==> src/hdl/vsc_pkg.sv <==
// constants for the serial command decoder of the voice store
// assumes one 250 MHz system clock
package vsc_pkg;
    localparam int FRAME_BITS  = 20;         // op code plus parameter
    localparam int OP_BITS     = 5;
    localparam int PARAM_BITS  = 15;
    localparam int SECT_BITS   = 10;         // meaningful address bits
    localparam int SECTORS     = 640;
    localparam int DATA_BITS   = 3004;       // bits in one data sector
    localparam int PAD_BITS    = 4;          // don't-care bits around data
    localparam int CNT_W       = 12;
    // op codes
    localparam logic [4:0] OP_NOP   = 5'h00;
    localparam logic [4:0] OP_ID    = 5'h01;
    localparam logic [4:0] OP_FFS   = 5'h02; // skip_ahead_at_sector
    localparam logic [4:0] OP_FFC   = 5'h03; // skip_ahead_current
    localparam logic [4:0] OP_WAKE  = 5'h04; // wake_and_configure
    localparam logic [4:0] OP_STOP  = 5'h06;
    localparam logic [4:0] OP_SLEEP = 5'h07; // halt_and_sleep
    localparam logic [4:0] OP_RECS  = 5'h08; // capture_audio_at_sector
    localparam logic [4:0] OP_RECC  = 5'h09; // capture_audio_current
    localparam logic [4:0] OP_WIPE  = 5'h0A; // sector_wipe
    localparam logic [4:0] OP_STORE = 5'h0B; // sector_data_store
    localparam logic [4:0] OP_PLAYS = 5'h0C;
    localparam logic [4:0] OP_PLAYC = 5'h0D;
    localparam logic [4:0] OP_FETCH = 5'h0F; // sector_data_fetch
    // wishbone register byte offsets
    localparam logic [3:0] REG_CTRL = 4'h0;
    localparam logic [3:0] REG_STAT = 4'h4;
    localparam logic [3:0] REG_CONF = 4'h8;
    localparam logic [31:0] CTRL_RST = 32'h0000_0001;
    // sample rate per select code, in units of 0.1 kHz
    localparam logic [6:0] RATE_00 = 7'h40;  // 6.4 kHz
    localparam logic [6:0] RATE_01 = 7'h28;  // 4.0 kHz
    localparam logic [6:0] RATE_10 = 7'h50;  // 8.0 kHz
    localparam logic [6:0] RATE_11 = 7'h35;  // 5.3 kHz
    typedef enum logic [3:0] {
        ST_IDLE, ST_FFS, ST_FFC, ST_RECS, ST_RECC, ST_PLAYS, ST_PLAYC, ST_SLEEP
    } vsc_state_t;
endpackage : vsc_pkg

==> src/hdl/vsc_decoder.sv <==
// serial command decoder: frames in over the serial port, operations out
// to the array controller, and a small wishbone register slave.
// assumes serial pins are already synchronous to clk_i.
//
// Contract
// - 20-bit frame: 5-bit op, 15-bit parameter
// - op 00000 does nothing
// - op 00001 shifts identity on next frame
// - sector fast-forward loops within addressed sector
// - current fast-forward advances sector by sector
// - end marker halts fast-forward, asserts interrupt
// - outputs muted during any fast-forward
// - wake: bits 9-2 divider, 1-0 rate
// - rate codes select 6.4/4.0/8.0/5.3 kHz
// - divider N 1 to 256, not 2; code passes a divider of 2 through unchanged
// - stop ends operation; sleep also powers down
// - record at given or current sector
// - wipe erases addressed sector
// - store: address, pad, data bits, pad
// - fetch shifts stored bits first to last
// - play at given or current sector
// - sample on rising clock while select low
// - 640 sectors, low 10 address bits used
`timescale 1ns/1ns
`default_nettype none
module vsc_decoder
    import vsc_pkg::*;
#(
    parameter logic [4:0] FAMILY_CODE = 5'h15, // arbitrary value
    parameter logic [3:0] DEVICE_CODE = 4'h9   // arbitrary value
)(
    // clock and reset
    input  wire logic        clk_i,
    input  wire logic        rst_i,
    // serial command port
    input  wire logic        spi_sclk_i,
    input  wire logic        spi_cs_n_i,
    input  wire logic        spi_mosi_i,
    output logic             spi_miso_o,
    output logic             int_n_o,
    output logic             busy_n_o,
    // array controller side
    input  wire logic        end_marker_i,   // end marker found
    input  wire logic        sector_end_i,   // reached end of sector
    input  wire logic        lbat_i,         // supply below spec
    input  wire logic        fetch_bit_i,    // bit at fetch_req_o
    output logic             fetch_req_o,
    output logic             store_valid_o,
    output logic             store_bit_o,
    output logic             wipe_o,
    output logic [SECT_BITS-1:0] sector_o,
    output logic [3:0]       state_o,
    output logic             mute_o,
    output logic             powered_o,
    output logic [8:0]       ext_div_o,
    output logic [1:0]       rate_sel_o,
    output logic [6:0]       rate_dkhz_o,
    // wishbone slave
    input  wire logic        wb_cyc_i,
    input  wire logic        wb_stb_i,
    input  wire logic        wb_we_i,
    input  wire logic [3:0]  wb_adr_i,
    input  wire logic [3:0]  wb_sel_i,
    input  wire logic [31:0] wb_dat_i,
    output logic [31:0]      wb_dat_o,
    output logic             wb_ack_o
);
    ////////////////////////////////////////////////////////////////
    // serial front end
    logic                  sclk_q;      // last clock level
    logic [FRAME_BITS-1:0] shin_q;      // incoming frame
    logic [CNT_W-1:0]      cnt_q;       // bits taken this frame
    logic [FRAME_BITS-1:0] shout_q;     // outgoing status or id
    logic                  cs_q;        // last select level
    logic                  id_pend_q;   // next frame shows identity
    logic                  en_q;        // command port enable
    logic [4:0]            op_q;        // op code of frame in progress
    logic                  rise;
    logic                  fall;
    logic                  frame_start;
    logic                  frame_done;
    logic [OP_BITS-1:0]    op;
    logic [PARAM_BITS-1:0] prm;
    logic [FRAME_BITS-1:0] nxt_frame;
    vsc_state_t            st_q;
    logic [SECT_BITS-1:0]  sect_q;
    logic                  ovf_q;       // recorded past the array
    logic                  eod_q;       // halted by end marker
    logic                  ill_q;       // illegal address sent
    logic                  int_q;
    logic [7:0]            div_q;
    logic [1:0]            rate_q;
    logic                  pwr_q;
    logic                  ack_q;
    logic [31:0]           rd_d;
    logic                  ill_set;
    logic                  eod_set;
    logic                  ovf_set;

    // the clock level is sampled directly: inputs are synchronous
    assign rise        = spi_sclk_i & ~sclk_q & ~spi_cs_n_i;
    assign fall        = ~spi_sclk_i & sclk_q & ~spi_cs_n_i;
    assign frame_start = ~spi_cs_n_i & cs_q;
    assign nxt_frame   = {shin_q[FRAME_BITS-2:0], spi_mosi_i};
    // command acts on the twentieth bit
    assign frame_done  = rise & en_q & (cnt_q == CNT_W'(FRAME_BITS - 1));
    assign op          = nxt_frame[FRAME_BITS-1 -: OP_BITS];
    assign prm         = nxt_frame[PARAM_BITS-1:0];

    // edge history
    always_ff @(posedge clk_i)
    begin
        if (rst_i)
        begin
            sclk_q <= 1'b0;
            cs_q   <= 1'b1;
        end
        else
        begin
            sclk_q <= spi_sclk_i;
            cs_q   <= spi_cs_n_i;
        end
    end

    // input shifter and bit counter, cleared whenever select is high
    always_ff @(posedge clk_i)
    begin
        if (rst_i || spi_cs_n_i)
        begin
            shin_q <= '0;
            cnt_q  <= '0;
            op_q   <= OP_NOP;
        end
        else if (rise)
        begin
            shin_q <= nxt_frame;
            if (cnt_q != '1)
                cnt_q <= cnt_q + CNT_W'(1);
            if (frame_done)
                op_q <= op;
        end
    end

    ////////////////////////////////////////////////////////////////
    // data phases of store and fetch frames
    logic in_data;
    logic [CNT_W-1:0] dbeg;
    assign dbeg    = CNT_W'(FRAME_BITS + PAD_BITS);
    assign in_data = (cnt_q >= dbeg) && (cnt_q < dbeg + CNT_W'(DATA_BITS));

    // store bits pass out as one-cycle strobes, pads are dropped
    always_ff @(posedge clk_i)
    begin
        if (rst_i)
        begin
            store_valid_o <= 1'b0;
            store_bit_o   <= 1'b0;
        end
        else
        begin
            store_valid_o <= rise && op_q == OP_STORE && in_data;
            store_bit_o   <= spi_mosi_i;
        end
    end

    // fetch asks for the next bit on each of the first DATA_BITS falling edges after the command
    logic fetch_win;
    assign fetch_win   = (cnt_q >= CNT_W'(FRAME_BITS))
                      && (cnt_q < CNT_W'(FRAME_BITS + DATA_BITS));
    assign fetch_req_o = fall && op_q == OP_FETCH && fetch_win;

    // outgoing shifter: status, identity or fetched data
    always_ff @(posedge clk_i)
    begin
        if (rst_i)
        begin
            shout_q    <= '0;
            spi_miso_o <= 1'b0;
        end
        else if (frame_start)
        begin
            if (id_pend_q)
                shout_q <= {ovf_q, eod_q, ill_q, lbat_i,
                            FAMILY_CODE, DEVICE_CODE, 7'h00};
            else
                shout_q <= {ovf_q, eod_q, ill_q, lbat_i, 1'b0,
                            5'h00, sect_q};
            spi_miso_o <= ovf_q;
        end
        else if (fetch_req_o)
            spi_miso_o <= fetch_bit_i;
        else if (fall)
        begin
            shout_q    <= {shout_q[FRAME_BITS-2:0], 1'b0};
            spi_miso_o <= shout_q[FRAME_BITS-2];
        end
    end

    // identity request lasts for exactly the following frame
    always_ff @(posedge clk_i)
    begin
        if (rst_i)
            id_pend_q <= 1'b0;
        else if (frame_done)
            id_pend_q <= (op == OP_ID);
    end

    ////////////////////////////////////////////////////////////////
    // operation sequencer
    logic at_last;
    logic sect_ok;
    assign at_last = (sect_q == SECT_BITS'(SECTORS - 1));
    // only the low ten bits address a sector
    assign sect_ok = (prm[PARAM_BITS-1:SECT_BITS] == '0)
                  && (prm[SECT_BITS-1:0] < SECT_BITS'(SECTORS));

    always_ff @(posedge clk_i)
    begin
        if (rst_i)
        begin
            st_q   <= ST_SLEEP;
            sect_q <= '0;
            wipe_o <= 1'b0;
        end
        else
        begin
            wipe_o <= 1'b0;
            if (frame_done && st_q == ST_SLEEP)
            begin
                // asleep only a wake frame is honoured
                if (op == OP_WAKE)
                begin
                    st_q   <= ST_IDLE;
                    sect_q <= '0;
                end
            end
            else if (frame_done)
            begin
                case (op)
                    OP_FFS, OP_RECS, OP_PLAYS, OP_WIPE:
                    if (sect_ok)
                    begin
                        sect_q <= prm[SECT_BITS-1:0];
                        if (op == OP_FFS)
                            st_q <= ST_FFS;
                        else if (op == OP_RECS)
                            st_q <= ST_RECS;
                        else if (op == OP_PLAYS)
                            st_q <= ST_PLAYS;
                        else
                            wipe_o <= 1'b1;
                    end
                    OP_FFC:   st_q <= ST_FFC;
                    OP_RECC:  st_q <= ST_RECC;
                    OP_PLAYC: st_q <= ST_PLAYC;
                    OP_STORE, OP_FETCH:
                    if (sect_ok)
                        sect_q <= prm[SECT_BITS-1:0];
                    OP_WAKE:
                    begin
                        st_q   <= ST_IDLE;
                        sect_q <= '0;
                    end
                    OP_STOP:  st_q <= ST_IDLE;
                    OP_SLEEP: st_q <= ST_SLEEP;
                    // no-op, identity and unknown codes change nothing
                    default: ;
                endcase
            end
            else if (end_marker_i
                  && (st_q == ST_FFS || st_q == ST_FFC
                   || st_q == ST_PLAYS || st_q == ST_PLAYC))
                st_q <= ST_IDLE;
            else if (sector_end_i)
            begin
                case (st_q)
                    // single-sector modes restart in place
                    ST_FFS, ST_RECS, ST_PLAYS: ;
                    ST_FFC, ST_RECC, ST_PLAYC:
                    if (at_last)
                        st_q <= ST_IDLE;
                    else
                        sect_q <= sect_q + SECT_BITS'(1);
                    default: ;
                endcase
            end
        end
    end

    assign ill_set = frame_done && st_q != ST_SLEEP && !sect_ok
                  && (op == OP_FFS || op == OP_RECS || op == OP_PLAYS
                   || op == OP_WIPE || op == OP_STORE || op == OP_FETCH);
    assign eod_set = end_marker_i && (st_q == ST_FFS || st_q == ST_FFC
                   || st_q == ST_PLAYS || st_q == ST_PLAYC);
    assign ovf_set = sector_end_i && at_last && st_q == ST_RECC;

    // sticky flags: cleared by a status shift-out, a new event wins
    always_ff @(posedge clk_i)
    begin
        if (rst_i)
        begin
            ovf_q <= 1'b0;
            eod_q <= 1'b0;
            ill_q <= 1'b0;
        end
        else
        begin
            if (ovf_set)
                ovf_q <= 1'b1;
            else if (frame_start)
                ovf_q <= 1'b0;
            if (eod_set)
                eod_q <= 1'b1;
            else if (frame_start)
                eod_q <= 1'b0;
            if (ill_set)
                ill_q <= 1'b1;
            else if (frame_start && !id_pend_q)
                ill_q <= 1'b0;
        end
    end

    // interrupt holds low from an end marker during fast-forward, not playback, until the next command
    always_ff @(posedge clk_i)
    begin
        if (rst_i)
            int_q <= 1'b0;
        else if (eod_set && (st_q == ST_FFS || st_q == ST_FFC))
            int_q <= 1'b1;
        else if (frame_done)
            int_q <= 1'b0;
    end

    // divider and rate latch on a wake frame; upper bits must be zero, the code ignores them
    always_ff @(posedge clk_i)
    begin
        if (rst_i)
        begin
            div_q  <= 8'h01;
            rate_q <= 2'h0;
            pwr_q  <= 1'b0;
        end
        else if (frame_done && op == OP_WAKE)
        begin
            // zero stands for 256; a code of 2 is the host's fault
            div_q  <= prm[9:2];
            rate_q <= prm[1:0];
            pwr_q  <= 1'b1;
        end
        else if (frame_done && op == OP_SLEEP && st_q != ST_SLEEP)
            pwr_q  <= 1'b0;
    end

    ////////////////////////////////////////////////////////////////
    // outputs toward the array
    assign sector_o   = sect_q;
    assign state_o    = st_q;
    assign int_n_o    = ~int_q;
    assign mute_o     = (st_q == ST_FFS) || (st_q == ST_FFC);
    assign powered_o  = pwr_q;
    assign busy_n_o   = ~(op_q == OP_STORE || op_q == OP_FETCH);
    assign ext_div_o  = (div_q == 8'h00) ? 9'h100 : {1'b0, div_q};
    assign rate_sel_o = rate_q;
    always_comb
    begin
        case (rate_q)
            2'h0:    rate_dkhz_o = RATE_00;
            2'h1:    rate_dkhz_o = RATE_01;
            2'h2:    rate_dkhz_o = RATE_10;
            default: rate_dkhz_o = RATE_11;
        endcase
    end

    ////////////////////////////////////////////////////////////////
    // wishbone slave: answer one cycle after the strobe, then drop
    always_ff @(posedge clk_i)
    begin
        if (rst_i)
            ack_q <= 1'b0;
        else
            ack_q <= wb_cyc_i & wb_stb_i & ~ack_q;
    end

    // control: bit 0 enables the command port
    always_ff @(posedge clk_i)
    begin
        if (rst_i)
            en_q <= CTRL_RST[0];
        else if (ack_q && wb_we_i && wb_adr_i == REG_CTRL && wb_sel_i[0])
            en_q <= wb_dat_i[0];
    end

    // read mux, unmapped addresses read zero
    always_comb
    begin
        if (wb_adr_i == REG_CTRL)
            rd_d = {31'h0, en_q};
        else if (wb_adr_i == REG_STAT)
            rd_d = {12'h0, lbat_i, ill_q, eod_q, ovf_q, int_q, pwr_q,
                    st_q, sect_q};
        else if (wb_adr_i == REG_CONF)
            rd_d = {21'h0, rate_q, ext_div_o};
        else
            rd_d = 32'h0000_0000;
    end

    always_ff @(posedge clk_i)
    begin
        if (rst_i)
            wb_dat_o <= '0;
        else
            wb_dat_o <= rd_d;
    end
    assign wb_ack_o = ack_q;
endmodule : vsc_decoder
`default_nettype wire

==> config.mk <==
export PLATFORM = sky130hd
export DESIGN_NAME = vsc_decoder
export DESIGN_NICKNAME = d
export VERILOG_FILES = /design/src/hdl/vsc_pkg.sv /design/src/hdl/vsc_decoder.sv
export SDC_FILE = /design/constraint.sdc
export NUM_CORES = 1
export LEC_CHECK = 0
export ABC_AREA = 1
export ABC_CLOCK_PERIOD_IN_PS = 2000
export BUFFER_PORTS_ARGS = -buffer_cell sky130_fd_sc_hd__buf_2
export CAP_MARGIN = 5
export CORE_ASPECT_RATIO = 0.7
export CORE_MARGIN = 2
export CORE_UTILIZATION = 40
export DETAILED_ROUTE_END_ITERATION = 10
export GPL_TIMING_DRIVEN = 0
export HOLD_SLACK_MARGIN = 0.1
export PLACE_DENSITY_LB_ADDON = 0.05
export REMOVE_ABC_BUFFERS = 1
export SYNTH_ARGS = -nofsm -noshare
export SYNTH_HDL_FRONTEND = slang
export SYNTH_SLANG_ARGS = --single-unit
==> constraint.sdc <==
create_clock -name clk_i -period 2 [get_ports clk_i]
set_input_delay 0 -clock clk_i [delete_from_list [all_inputs] [get_ports clk_i]]
set_output_delay 0 -clock clk_i [all_outputs]
set_load 0.05 [all_outputs]
==> metrics.txt, run 1 <==
# TYPE chip_impl_metric gauge
chip_impl_info{name="run_status",value="finished clean"} 1
chip_impl_metric{name="synth.avg_cell_area",unit="um^2"} 6.76
chip_impl_metric{name="worst_hold_path.num_cells",unit=""} 4
chip_impl_metric{name="crit_arrival",unit="ns"} 2.11
chip_impl_metric{name="clk_latency",unit="ns"} 0.36
chip_impl_info{name="crit-reg2reg-launch",value="cnt_q[6]$_SDFFE_PP0P_"} 1
chip_impl_metric{name="p_comb_frac",unit=""} 0.132
chip_impl_info{name="clock-root-buffer",value="sky130_fd_sc_hd__clkbuf_16"} 1
chip_impl_metric{name="timing.max_cap.violations",unit=""} 0
chip_impl_info{name="cp_top_family",value="simple AND/OR/NAND/NOR gates"} 1
chip_impl_metric{name="core_area",unit="um^2"} 13700
chip_impl_metric{name="fp.dieH",unit="um"} 103
chip_impl_metric{name="timing.final.crit_share",unit=""} 0.924
chip_impl_metric{name="cts-htree-levels",unit=""} 3
chip_impl_info{name="critPathMostFrequentCell",value="sky130_fd_sc_hd__nor2_1"} 1
chip_impl_metric{name="global_route_wire_length_before_repair",unit="um"} 25200
chip_impl_info{name="tritoncts",value="done"} 1
chip_impl_info{name="setup.worst_path.end_class",value="register"} 1
chip_impl_metric{name="ctsLongestPathBuffers",unit=""} 2
chip_impl_info{name="path_cells",value="nand2_1, nor2_1, nand4_1, nand3_4, nand2_8, nand2_8, clkinvlp_4, nor2_1, nor2_1"} 1
chip_impl_metric{name="clk_pin_slew_worst_paths",unit="ns"} 0.08
chip_impl_info{name="synthDominantAreaCellType",value="sky130_fd_sc_hd__dfxtp_1"} 1
chip_impl_metric{name="placement_rows",unit=""} 36
chip_impl_info{name="crit_path_top_delay_cell",value="sky130_fd_sc_hd__dfxtp_1"} 1
chip_impl_info{name="synth_area_leaders",value="sky130_fd_sc_hd__dfxtp_1 (40%), sky130_fd_sc_hd__nand2_1 (12%), sky130_fd_sc_hd__nor2_1 (7.7%), sky130_fd_sc_hd__inv_1 (6.1%), sky130_fd_sc_hd__nand3_1 (5.7%)"} 1
chip_impl_metric{name="detail_route.first_pass.iterations",unit=""} 5
chip_impl_metric{name="hold_viol",unit=""} 0
chip_impl_metric{name="number_of_nets_in_the_finished_design",unit=""} 958
chip_impl_metric{name="crit_path_max_fanout",unit=""} 16
chip_impl_metric{name="synth.ff_latch_count",unit=""} 111
chip_impl_metric{name="die_x_extent",unit="um"} 145
chip_impl_metric{name="count_of_flip_flops_with_a_built_in_enable_after_synthesis",unit=""} 0
chip_impl_metric{name="holdWs",unit="ns"} 0.121
chip_impl_info{name="critical_path.reg2reg.endpoint",value="shout_q[17]$_SDFFE_PP0P_"} 1
chip_impl_metric{name="timing.fmax",unit="MHz"} 541
chip_impl_metric{name="nFillCells",unit=""} 1412
chip_impl_metric{name="wl_per_cell",unit="um"} 14.6
chip_impl_metric{name="drt-initial-drc-count",unit=""} 401
chip_impl_info{name="timing.hold.worst.class",value="input port to register"} 1
chip_impl_metric{name="detailedPlacementHpwl",unit="um"} 11000
chip_impl_metric{name="yosys_warnings",unit=""} 0
chip_impl_metric{name="worst_slew_pin_slew",unit="ns"} 0.813
chip_impl_metric{name="syn-cell-area",unit="um^2"} 5570
chip_impl_metric{name="dpl_cell_area",unit="um^2"} 5950
chip_impl_metric{name="grt_pass1_vias",unit=""} 4714
chip_impl_info{name="post-synth-top-count-cell",value="sky130_fd_sc_hd__nand2_1"} 1
chip_impl_metric{name="global_route.usage.total",unit=""} 0.215
chip_impl_metric{name="p_leak",unit="nW"} 3.02
chip_impl_metric{name="wire_length_after_detailed_routing",unit="um"} 15900
chip_impl_metric{name="timing.slew.headroom",unit=""} 0.454
chip_impl_metric{name="ir_worst_vdd",unit="uV"} 499
chip_impl_metric{name="part_of_the_power_in_the_clock_network",unit=""} 0.381
chip_impl_metric{name="via_per_inst",unit=""} 4.98
chip_impl_metric{name="detail_route.drc_violations",unit=""} 0
chip_impl_metric{name="design_area",unit="um^2"} 6670
chip_impl_metric{name="finalWorstPathRequiredPeriod",unit="ns"} 1.85
chip_impl_metric{name="reg2reg_slack",unit="ns"} 0.15
chip_impl_metric{name="final.setup_skew",unit="ns"} 0.00857
chip_impl_metric{name="finalSetupTns",unit="ns"} 0
chip_impl_metric{name="ant_nets",unit=""} 0
chip_impl_metric{name="sw_frac_of_total",unit=""} 0.288
chip_impl_metric{name="antenna_found_initial",unit=""} 0
chip_impl_metric{name="n_antenna_cell",unit=""} 0
chip_impl_metric{name="area_delta_synth_final",unit="%"} 19.9
chip_impl_metric{name="p_int",unit="mW"} 3.42
chip_impl_metric{name="timing.final.max_slew_violations",unit=""} 0
chip_impl_metric{name="ports_placed_on_the_boundary",unit=""} 126
chip_impl_metric{name="buffer_ports.inserted",unit=""} 76
chip_impl_info{name="cp-start-kind",value="register"} 1
chip_impl_metric{name="setup-violations-final",unit=""} 0
chip_impl_info{name="hold_start",value="spi_cs_n_i"} 1
chip_impl_info{name="ys.flop_type",value="sky130_fd_sc_hd__dfxtp_1"} 1
chip_impl_metric{name="share_seq_of_total_power",unit=""} 0.486
chip_impl_metric{name="synth_seq_area_share",unit=""} 0.399
chip_impl_metric{name="synthArstFlopShare",unit=""} 0
chip_impl_metric{name="dr_total_vias",unit=""} 5439
chip_impl_info{name="synth_commonest_cells",value="sky130_fd_sc_hd__nand2_1 (179), sky130_fd_sc_hd__nor2_1 (114), sky130_fd_sc_hd__dfxtp_1 (111), sky130_fd_sc_hd__inv_1 (90), sky130_fd_sc_hd__nand3_1 (63)"} 1
chip_impl_metric{name="floorplan.die_area",unit="um^2"} 14900
chip_impl_metric{name="cts_inserted_buffers",unit=""} 9
chip_impl_info{name="holdPathEnd",value="cnt_q[3]$_SDFFE_PP0P_"} 1
chip_impl_metric{name="syn_inst",unit=""} 823
chip_impl_metric{name="grt_start_max_net_pins",unit=""} 42
chip_impl_metric{name="switching_power",unit="mW"} 1.39
chip_impl_metric{name="global_route.overflow_total",unit=""} 0
chip_impl_metric{name="effective_utilization_at_floorplan",unit=""} 0.405
chip_impl_metric{name="crit_buf_inv",unit=""} 1
chip_impl_metric{name="drive_gt1_frac",unit=""} 0.175
chip_impl_metric{name="area_share_of_the_largest_cell_type_after_synthesis",unit=""} 0.399
chip_impl_metric{name="slowest_delay",unit="ns"} 0.38
chip_impl_metric{name="critical_path_required",unit="ns"} 2.26
chip_impl_metric{name="yosysUniqueCellTypes",unit=""} 40
chip_impl_metric{name="clock-sinks",unit=""} 111
chip_impl_info{name="critical_path_class",value="register to register"} 1
chip_impl_metric{name="power_density",unit="nW/um^2"} 721
chip_impl_metric{name="reg2reg_depth",unit=""} 9
chip_impl_metric{name="final_weighted_congestion_in_routability_driven_placement",unit=""} 0.875
==> how the worst max path moves through the flow <==
stage / cells past startpoint / start / endpoint / slack, ns
5_1_grt: 9 / cnt_q[7]$_SDFFE_PP0P_ / shout_q[9]$_SDFFE_PP0P_ / -0.002
4_1_cts: 11 / cnt_q[0]$_SDFFE_PP0P_ / state_o[1]$_SDFFE_PP1P_ / 0.005
6_report: 9 / cnt_q[6]$_SDFFE_PP0P_ / shout_q[17]$_SDFFE_PP0P_ / 0.15
3_5_place_dp: 4 / rst_i / op_q[1]$_SDFFE_PP0P_ / -0.72
2_1_floorplan: 5 / div_q[3]$_SDFFE_PP0P_ / wb_dat_o[8]$_SDFF_PP0_ / -0.55
3_3_place_gp: 4 / rst_i / op_q[0]$_SDFFE_PP0P_ / -0.68
==> flip-flops by register name (all words and copies together) (netlist names) <==
register	cells
powered_o	1
id_pend_q	1
spi_miso_o	1
div_q	8
store_bit_o	1
sclk_q	1
eod_q	1
int_q	1
store_valid_o	1
shin_q	19
ill_q	1
en_q	1
op_q	5
shout_q	19
wb_dat_o	19
ovf_q	1
wipe_o	1
cs_q	1
wb_ack_o	1
sector_o	10
cnt_q	12
state_o	3
rate_sel_o	2
==> final cells by class <==
type | count | area (um^2) | area share
timing repair buffer | 104 | 651 | 0.0975
inverter | 102 | 387 | 0.0579
multi-input combinational | 570 | 2870 | 0.430
clock buffer | 11 | 233 | 0.0349
tap | 190 | 238 | 0.0356
clock inverter | 5 | 58.8 | 0.00881
sequential | 111 | 2240 | 0.335
==> timing repair <==
item | 4_1_cts | 5_1_grt
pin swaps | 3 | 6
endpoints found under the setup margin | 62 | 42
endpoints found under the hold margin | 16 | 0
hold buffers | 16 | 0
setup buffers | 2 | 9
gates resized for setup | 17 | 24
gates cloned | 0 | 0
==> cell families (layout without fill, tap and decap cells) <==
family	count (synthesis)	after routing	share of synthesized area
xor gates and xnor gates	9	9	0.0142
buffers and inverters	156	222	0.120
other	1	15	0.000674
DFF	111	111	0.399
AOI/OAI and AO/OA	131	131	0.126
and+or+nand+nor	407	407	0.322
adders and majority gates	8	8	0.0180
==> metrics by stage <==
step | total power [mW] | instances | setup slack, ns | utilization
6_report | 4.81 | 1093 | 0.152 | 0.486
5_1_grt | 4.99 | 1093 | -0.00155 | 0.486
4_1_cts | 4.81 | 1083 | 0.00517 | 0.471
3_5_place_dp | 2.96 | 1049 | -0.723 | 0.433
3_3_place_gp | 2.96 | 1049 | -0.680 | 0.433
2_1_floorplan | 2.80 | 783 | -0.553 | -
==> per-layer routing <==
layer	track usage	up-vias	share of wire
met3	0.0451	14	0.057
met5	0	-	0
met4	0.0586	0	0.011
met1	0.327	2492	0.54
li1	-	2747	-
met2	0.306	186	0.40
==> tightest hold or removal path, cell delays in order <==
cell and delay (ns):
sky130_fd_sc_hd__buf_2 0.14, sky130_fd_sc_hd__nor2_2 0.16, sky130_fd_sc_hd__nand2_1 0.11, sky130_fd_sc_hd__nor2_1 0.03
==> power groups by stage <==
stage / logic, mW / clock network (mW) / registers, mW
6_report: 0.637 / 1.84 / 2.34
5_1_grt: 0.703 / 1.94 / 2.35
4_1_cts: 0.610 / 1.87 / 2.34
3_5_place_dp: 0.572 / 0 / 2.39
3_3_place_gp: 0.567 / 0 / 2.39
2_1_floorplan: 0.355 / 0 / 2.45
==> layout by cell type (no fill, tap or decap), types with 12 or more instances in the layout <==
master	count
sky130_fd_sc_hd__o21ai_0	42
sky130_fd_sc_hd__dlygate4sd3_1	16
sky130_fd_sc_hd__nand3_1	57
sky130_fd_sc_hd__nand2_1	177
sky130_fd_sc_hd__nand4_1	15
sky130_fd_sc_hd__inv_1	88
sky130_fd_sc_hd__conb_1	15
sky130_fd_sc_hd__dfxtp_1	104
sky130_fd_sc_hd__a21oi_1	61
sky130_fd_sc_hd__inv_2	12
sky130_fd_sc_hd__buf_2	76
sky130_fd_sc_hd__nor2_1	109
(Power assumes the default switching activity.)
==> run 2, diff against run 1 <==
--- a/config.mk
+++ b/config.mk
@@ -16,6 +16,7 @@
 export GPL_TIMING_DRIVEN = 0
 export HOLD_SLACK_MARGIN = 0.1
 export PLACE_DENSITY_LB_ADDON = 0.05
+export RECOVER_POWER = 50
 export REMOVE_ABC_BUFFERS = 1
 export SYNTH_ARGS = -nofsm -noshare
 export SYNTH_HDL_FRONTEND = slang
==> metrics.txt, run 2 (same netlist as run 1, synthesis figures left out) <==
# TYPE chip_impl_metric gauge
chip_impl_info{name="tritoncts",value="done"} 1
chip_impl_metric{name="area_delta_synth_final",unit="%"} 18.6
chip_impl_metric{name="final.setup_skew",unit="ns"} 0.00834
chip_impl_metric{name="ant_nets",unit=""} 0
chip_impl_metric{name="finalSetupTns",unit="ns"} 0
chip_impl_metric{name="drt-initial-drc-count",unit=""} 408
chip_impl_metric{name="detail_route.first_pass.iterations",unit=""} 5
chip_impl_metric{name="global_route.usage.total",unit=""} 0.215
chip_impl_info{name="setup.worst_path.end_class",value="register"} 1
chip_impl_metric{name="floorplan.die_area",unit="um^2"} 14900
chip_impl_metric{name="p_leak",unit="nW"} 2.79
chip_impl_metric{name="setup-violations-final",unit=""} 0
chip_impl_metric{name="total_power",unit="mW"} 4.80
chip_impl_metric{name="detailedPlacementHpwl",unit="um"} 11000
chip_impl_metric{name="timing.final.max_slew_violations",unit=""} 0
chip_impl_metric{name="nFillCells",unit=""} 1440
chip_impl_metric{name="timing.max_cap.violations",unit=""} 0
chip_impl_metric{name="holdWs",unit="ns"} 0.116
chip_impl_metric{name="finalWorstPathRequiredPeriod",unit="ns"} 1.85
chip_impl_metric{name="dr_total_vias",unit=""} 5433
chip_impl_info{name="final_common_cell",value="sky130_fd_sc_hd__nand2_1"} 1
chip_impl_info{name="critical_path_class",value="register to register"} 1
chip_impl_metric{name="drive_gt1_frac",unit=""} 0.111
chip_impl_metric{name="grt_start_max_net_pins",unit=""} 42
chip_impl_info{name="cp-start-kind",value="register"} 1
chip_impl_metric{name="ctsLongestPathBuffers",unit=""} 2
chip_impl_info{name="layout_common_cells",value="sky130_fd_sc_hd__nand2_1 (177), sky130_fd_sc_hd__nor2_1 (109), sky130_fd_sc_hd__dfxtp_1 (104), sky130_fd_sc_hd__inv_1 (88), sky130_fd_sc_hd__a21oi_1 (61)"} 1
chip_impl_metric{name="via_per_inst",unit=""} 4.97
chip_impl_metric{name="timing.final.crit_share",unit=""} 0.924
chip_impl_metric{name="worst_slew_pin_slew",unit="ns"} 1.27
chip_impl_metric{name="detail_route.drc_violations",unit=""} 0
chip_impl_info{name="run_status",value="finished clean"} 1
chip_impl_metric{name="placement_rows",unit=""} 36
chip_impl_metric{name="cts_inserted_buffers",unit=""} 9
chip_impl_info{name="clock-root-buffer",value="sky130_fd_sc_hd__clkbuf_16"} 1
chip_impl_metric{name="n_antenna_cell",unit=""} 0
chip_impl_metric{name="die_x_extent",unit="um"} 145
chip_impl_metric{name="grt_pass1_vias",unit=""} 4714
chip_impl_metric{name="clock-sinks",unit=""} 111
chip_impl_metric{name="ir_worst_vdd",unit="uV"} 499
chip_impl_metric{name="ports_placed_on_the_boundary",unit=""} 126
chip_impl_metric{name="clk_latency",unit="ns"} 0.36
chip_impl_info{name="timing.hold.worst.class",value="input port to register"} 1
chip_impl_metric{name="final_weighted_congestion_in_routability_driven_placement",unit=""} 0.875
chip_impl_metric{name="crit_path_max_fanout",unit=""} 16
chip_impl_metric{name="wire_length_after_detailed_routing",unit="um"} 15900
chip_impl_metric{name="timing.slew.headroom",unit=""} 0.146
chip_impl_metric{name="fp.dieH",unit="um"} 103
chip_impl_metric{name="buffer_ports.inserted",unit=""} 76
chip_impl_metric{name="antenna_found_initial",unit=""} 0
chip_impl_metric{name="power_density",unit="nW/um^2"} 728
chip_impl_metric{name="global_route_wire_length_before_repair",unit="um"} 25200
chip_impl_metric{name="effective_utilization_at_floorplan",unit=""} 0.405
chip_impl_metric{name="number_of_nets_in_the_finished_design",unit=""} 958
chip_impl_metric{name="cts-htree-levels",unit=""} 3
chip_impl_metric{name="clk_pin_slew_worst_paths",unit="ns"} 0.07
chip_impl_metric{name="hold_viol",unit=""} 0
chip_impl_metric{name="wl_per_cell",unit="um"} 14.6
chip_impl_metric{name="crit_arrival",unit="ns"} 2.11
chip_impl_metric{name="timing.fmax",unit="MHz"} 541
chip_impl_info{name="top_regs",value="shin_q (19), shout_q (19), wb_dat_o (19)"} 1
chip_impl_metric{name="global_route.overflow_total",unit=""} 0
chip_impl_metric{name="critical_path_required",unit="ns"} 2.26
chip_impl_metric{name="core_area",unit="um^2"} 13700
run 2: cell count changes in the layout (fill, tap and decap cells not counted):
cell                       change
sky130_fd_sc_hd__o21ai_1       -1
sky130_fd_sc_hd__o21ai_0       +1
sky130_fd_sc_hd__buf_2        -58
sky130_fd_sc_hd__clkbuf_1     +58
run 2: report_power, final:
part           leakage [nW]  switching [mW]  internal (mW)  total (mW)
combinational          1.75           0.461          0.168       0.629
sequential            0.903          0.0658           2.28        2.34
clock                 0.136           0.857          0.974        1.83
run 2: final timing paths:
check	depth (start not counted)	slack [ns]	from	to
worst max-delay path	9	0.15	cnt_q[6]$_SDFFE_PP0P_	shout_q[17]$_SDFFE_PP0P_
worst min-delay path	4	0.12	spi_cs_n_i	cnt_q[3]$_SDFFE_PP0P_
worst max register to register	9	0.15	cnt_q[6]$_SDFFE_PP0P_	shout_q[17]$_SDFFE_PP0P_
worst min register to register	1	0.45	wb_ack_o$_SDFF_PP0_	wb_ack_o$_SDFF_PP0_
run 2: routing by layer:
metal,wire length (um),track usage
met3,915,0.0451
met5,0,0
met2,6290,0.306
met1,8530,0.327
met4,171,0.0586
run 2: area by class of cell:
cell class | count | area, um^2 | share of cell area
multi-input cells | 570 | 2870 | 0.435
inverters | 102 | 387 | 0.0586
well taps | 190 | 238 | 0.0360
flip-flops and latches | 111 | 2240 | 0.339
clock buffers | 11 | 233 | 0.0353
repair buffers | 104 | 578 | 0.0876
clock inverters | 5 | 58.8 | 0.00891
run 2: per-stage QoR:
step,util,area (um^2),cells,setup slack [ns]
after floorplan,-,5330,783,-0.553
after global placement,0.433,5950,1049,-0.680
after detailed placement,0.433,5950,1049,-0.723
after CTS,0.471,6470,1083,0.00517
after global routing,0.480,6600,1093,-0.00155
final,0.480,6600,1093,0.153
run 2: critical path: stages, from the launching register on:
cell                         delay, ns
sky130_fd_sc_hd__dfxtp_1          0.38
sky130_fd_sc_hd__nand2_1          0.14
sky130_fd_sc_hd__nor2_1           0.15
sky130_fd_sc_hd__nand4_1          0.19
sky130_fd_sc_hd__nand3_4          0.20
sky130_fd_sc_hd__nand2_8          0.12
sky130_fd_sc_hd__nand2_8          0.15
sky130_fd_sc_hd__clkinvlp_4       0.20
sky130_fd_sc_hd__nor2_1           0.16
sky130_fd_sc_hd__nor2_1           0.05
run 2: what timing repair did:
| action | 4_1_cts | 5_1_grt |
|---|---|---|
| setup buffers | 2 | 9 |
| hold buffers | 16 | 0 |
| pin swaps | 3 | 6 |
| setup endpoints to repair | 62 | 42 |
| gates resized for setup | 17 | 24 |
| hold endpoints to repair | 16 | 0 |
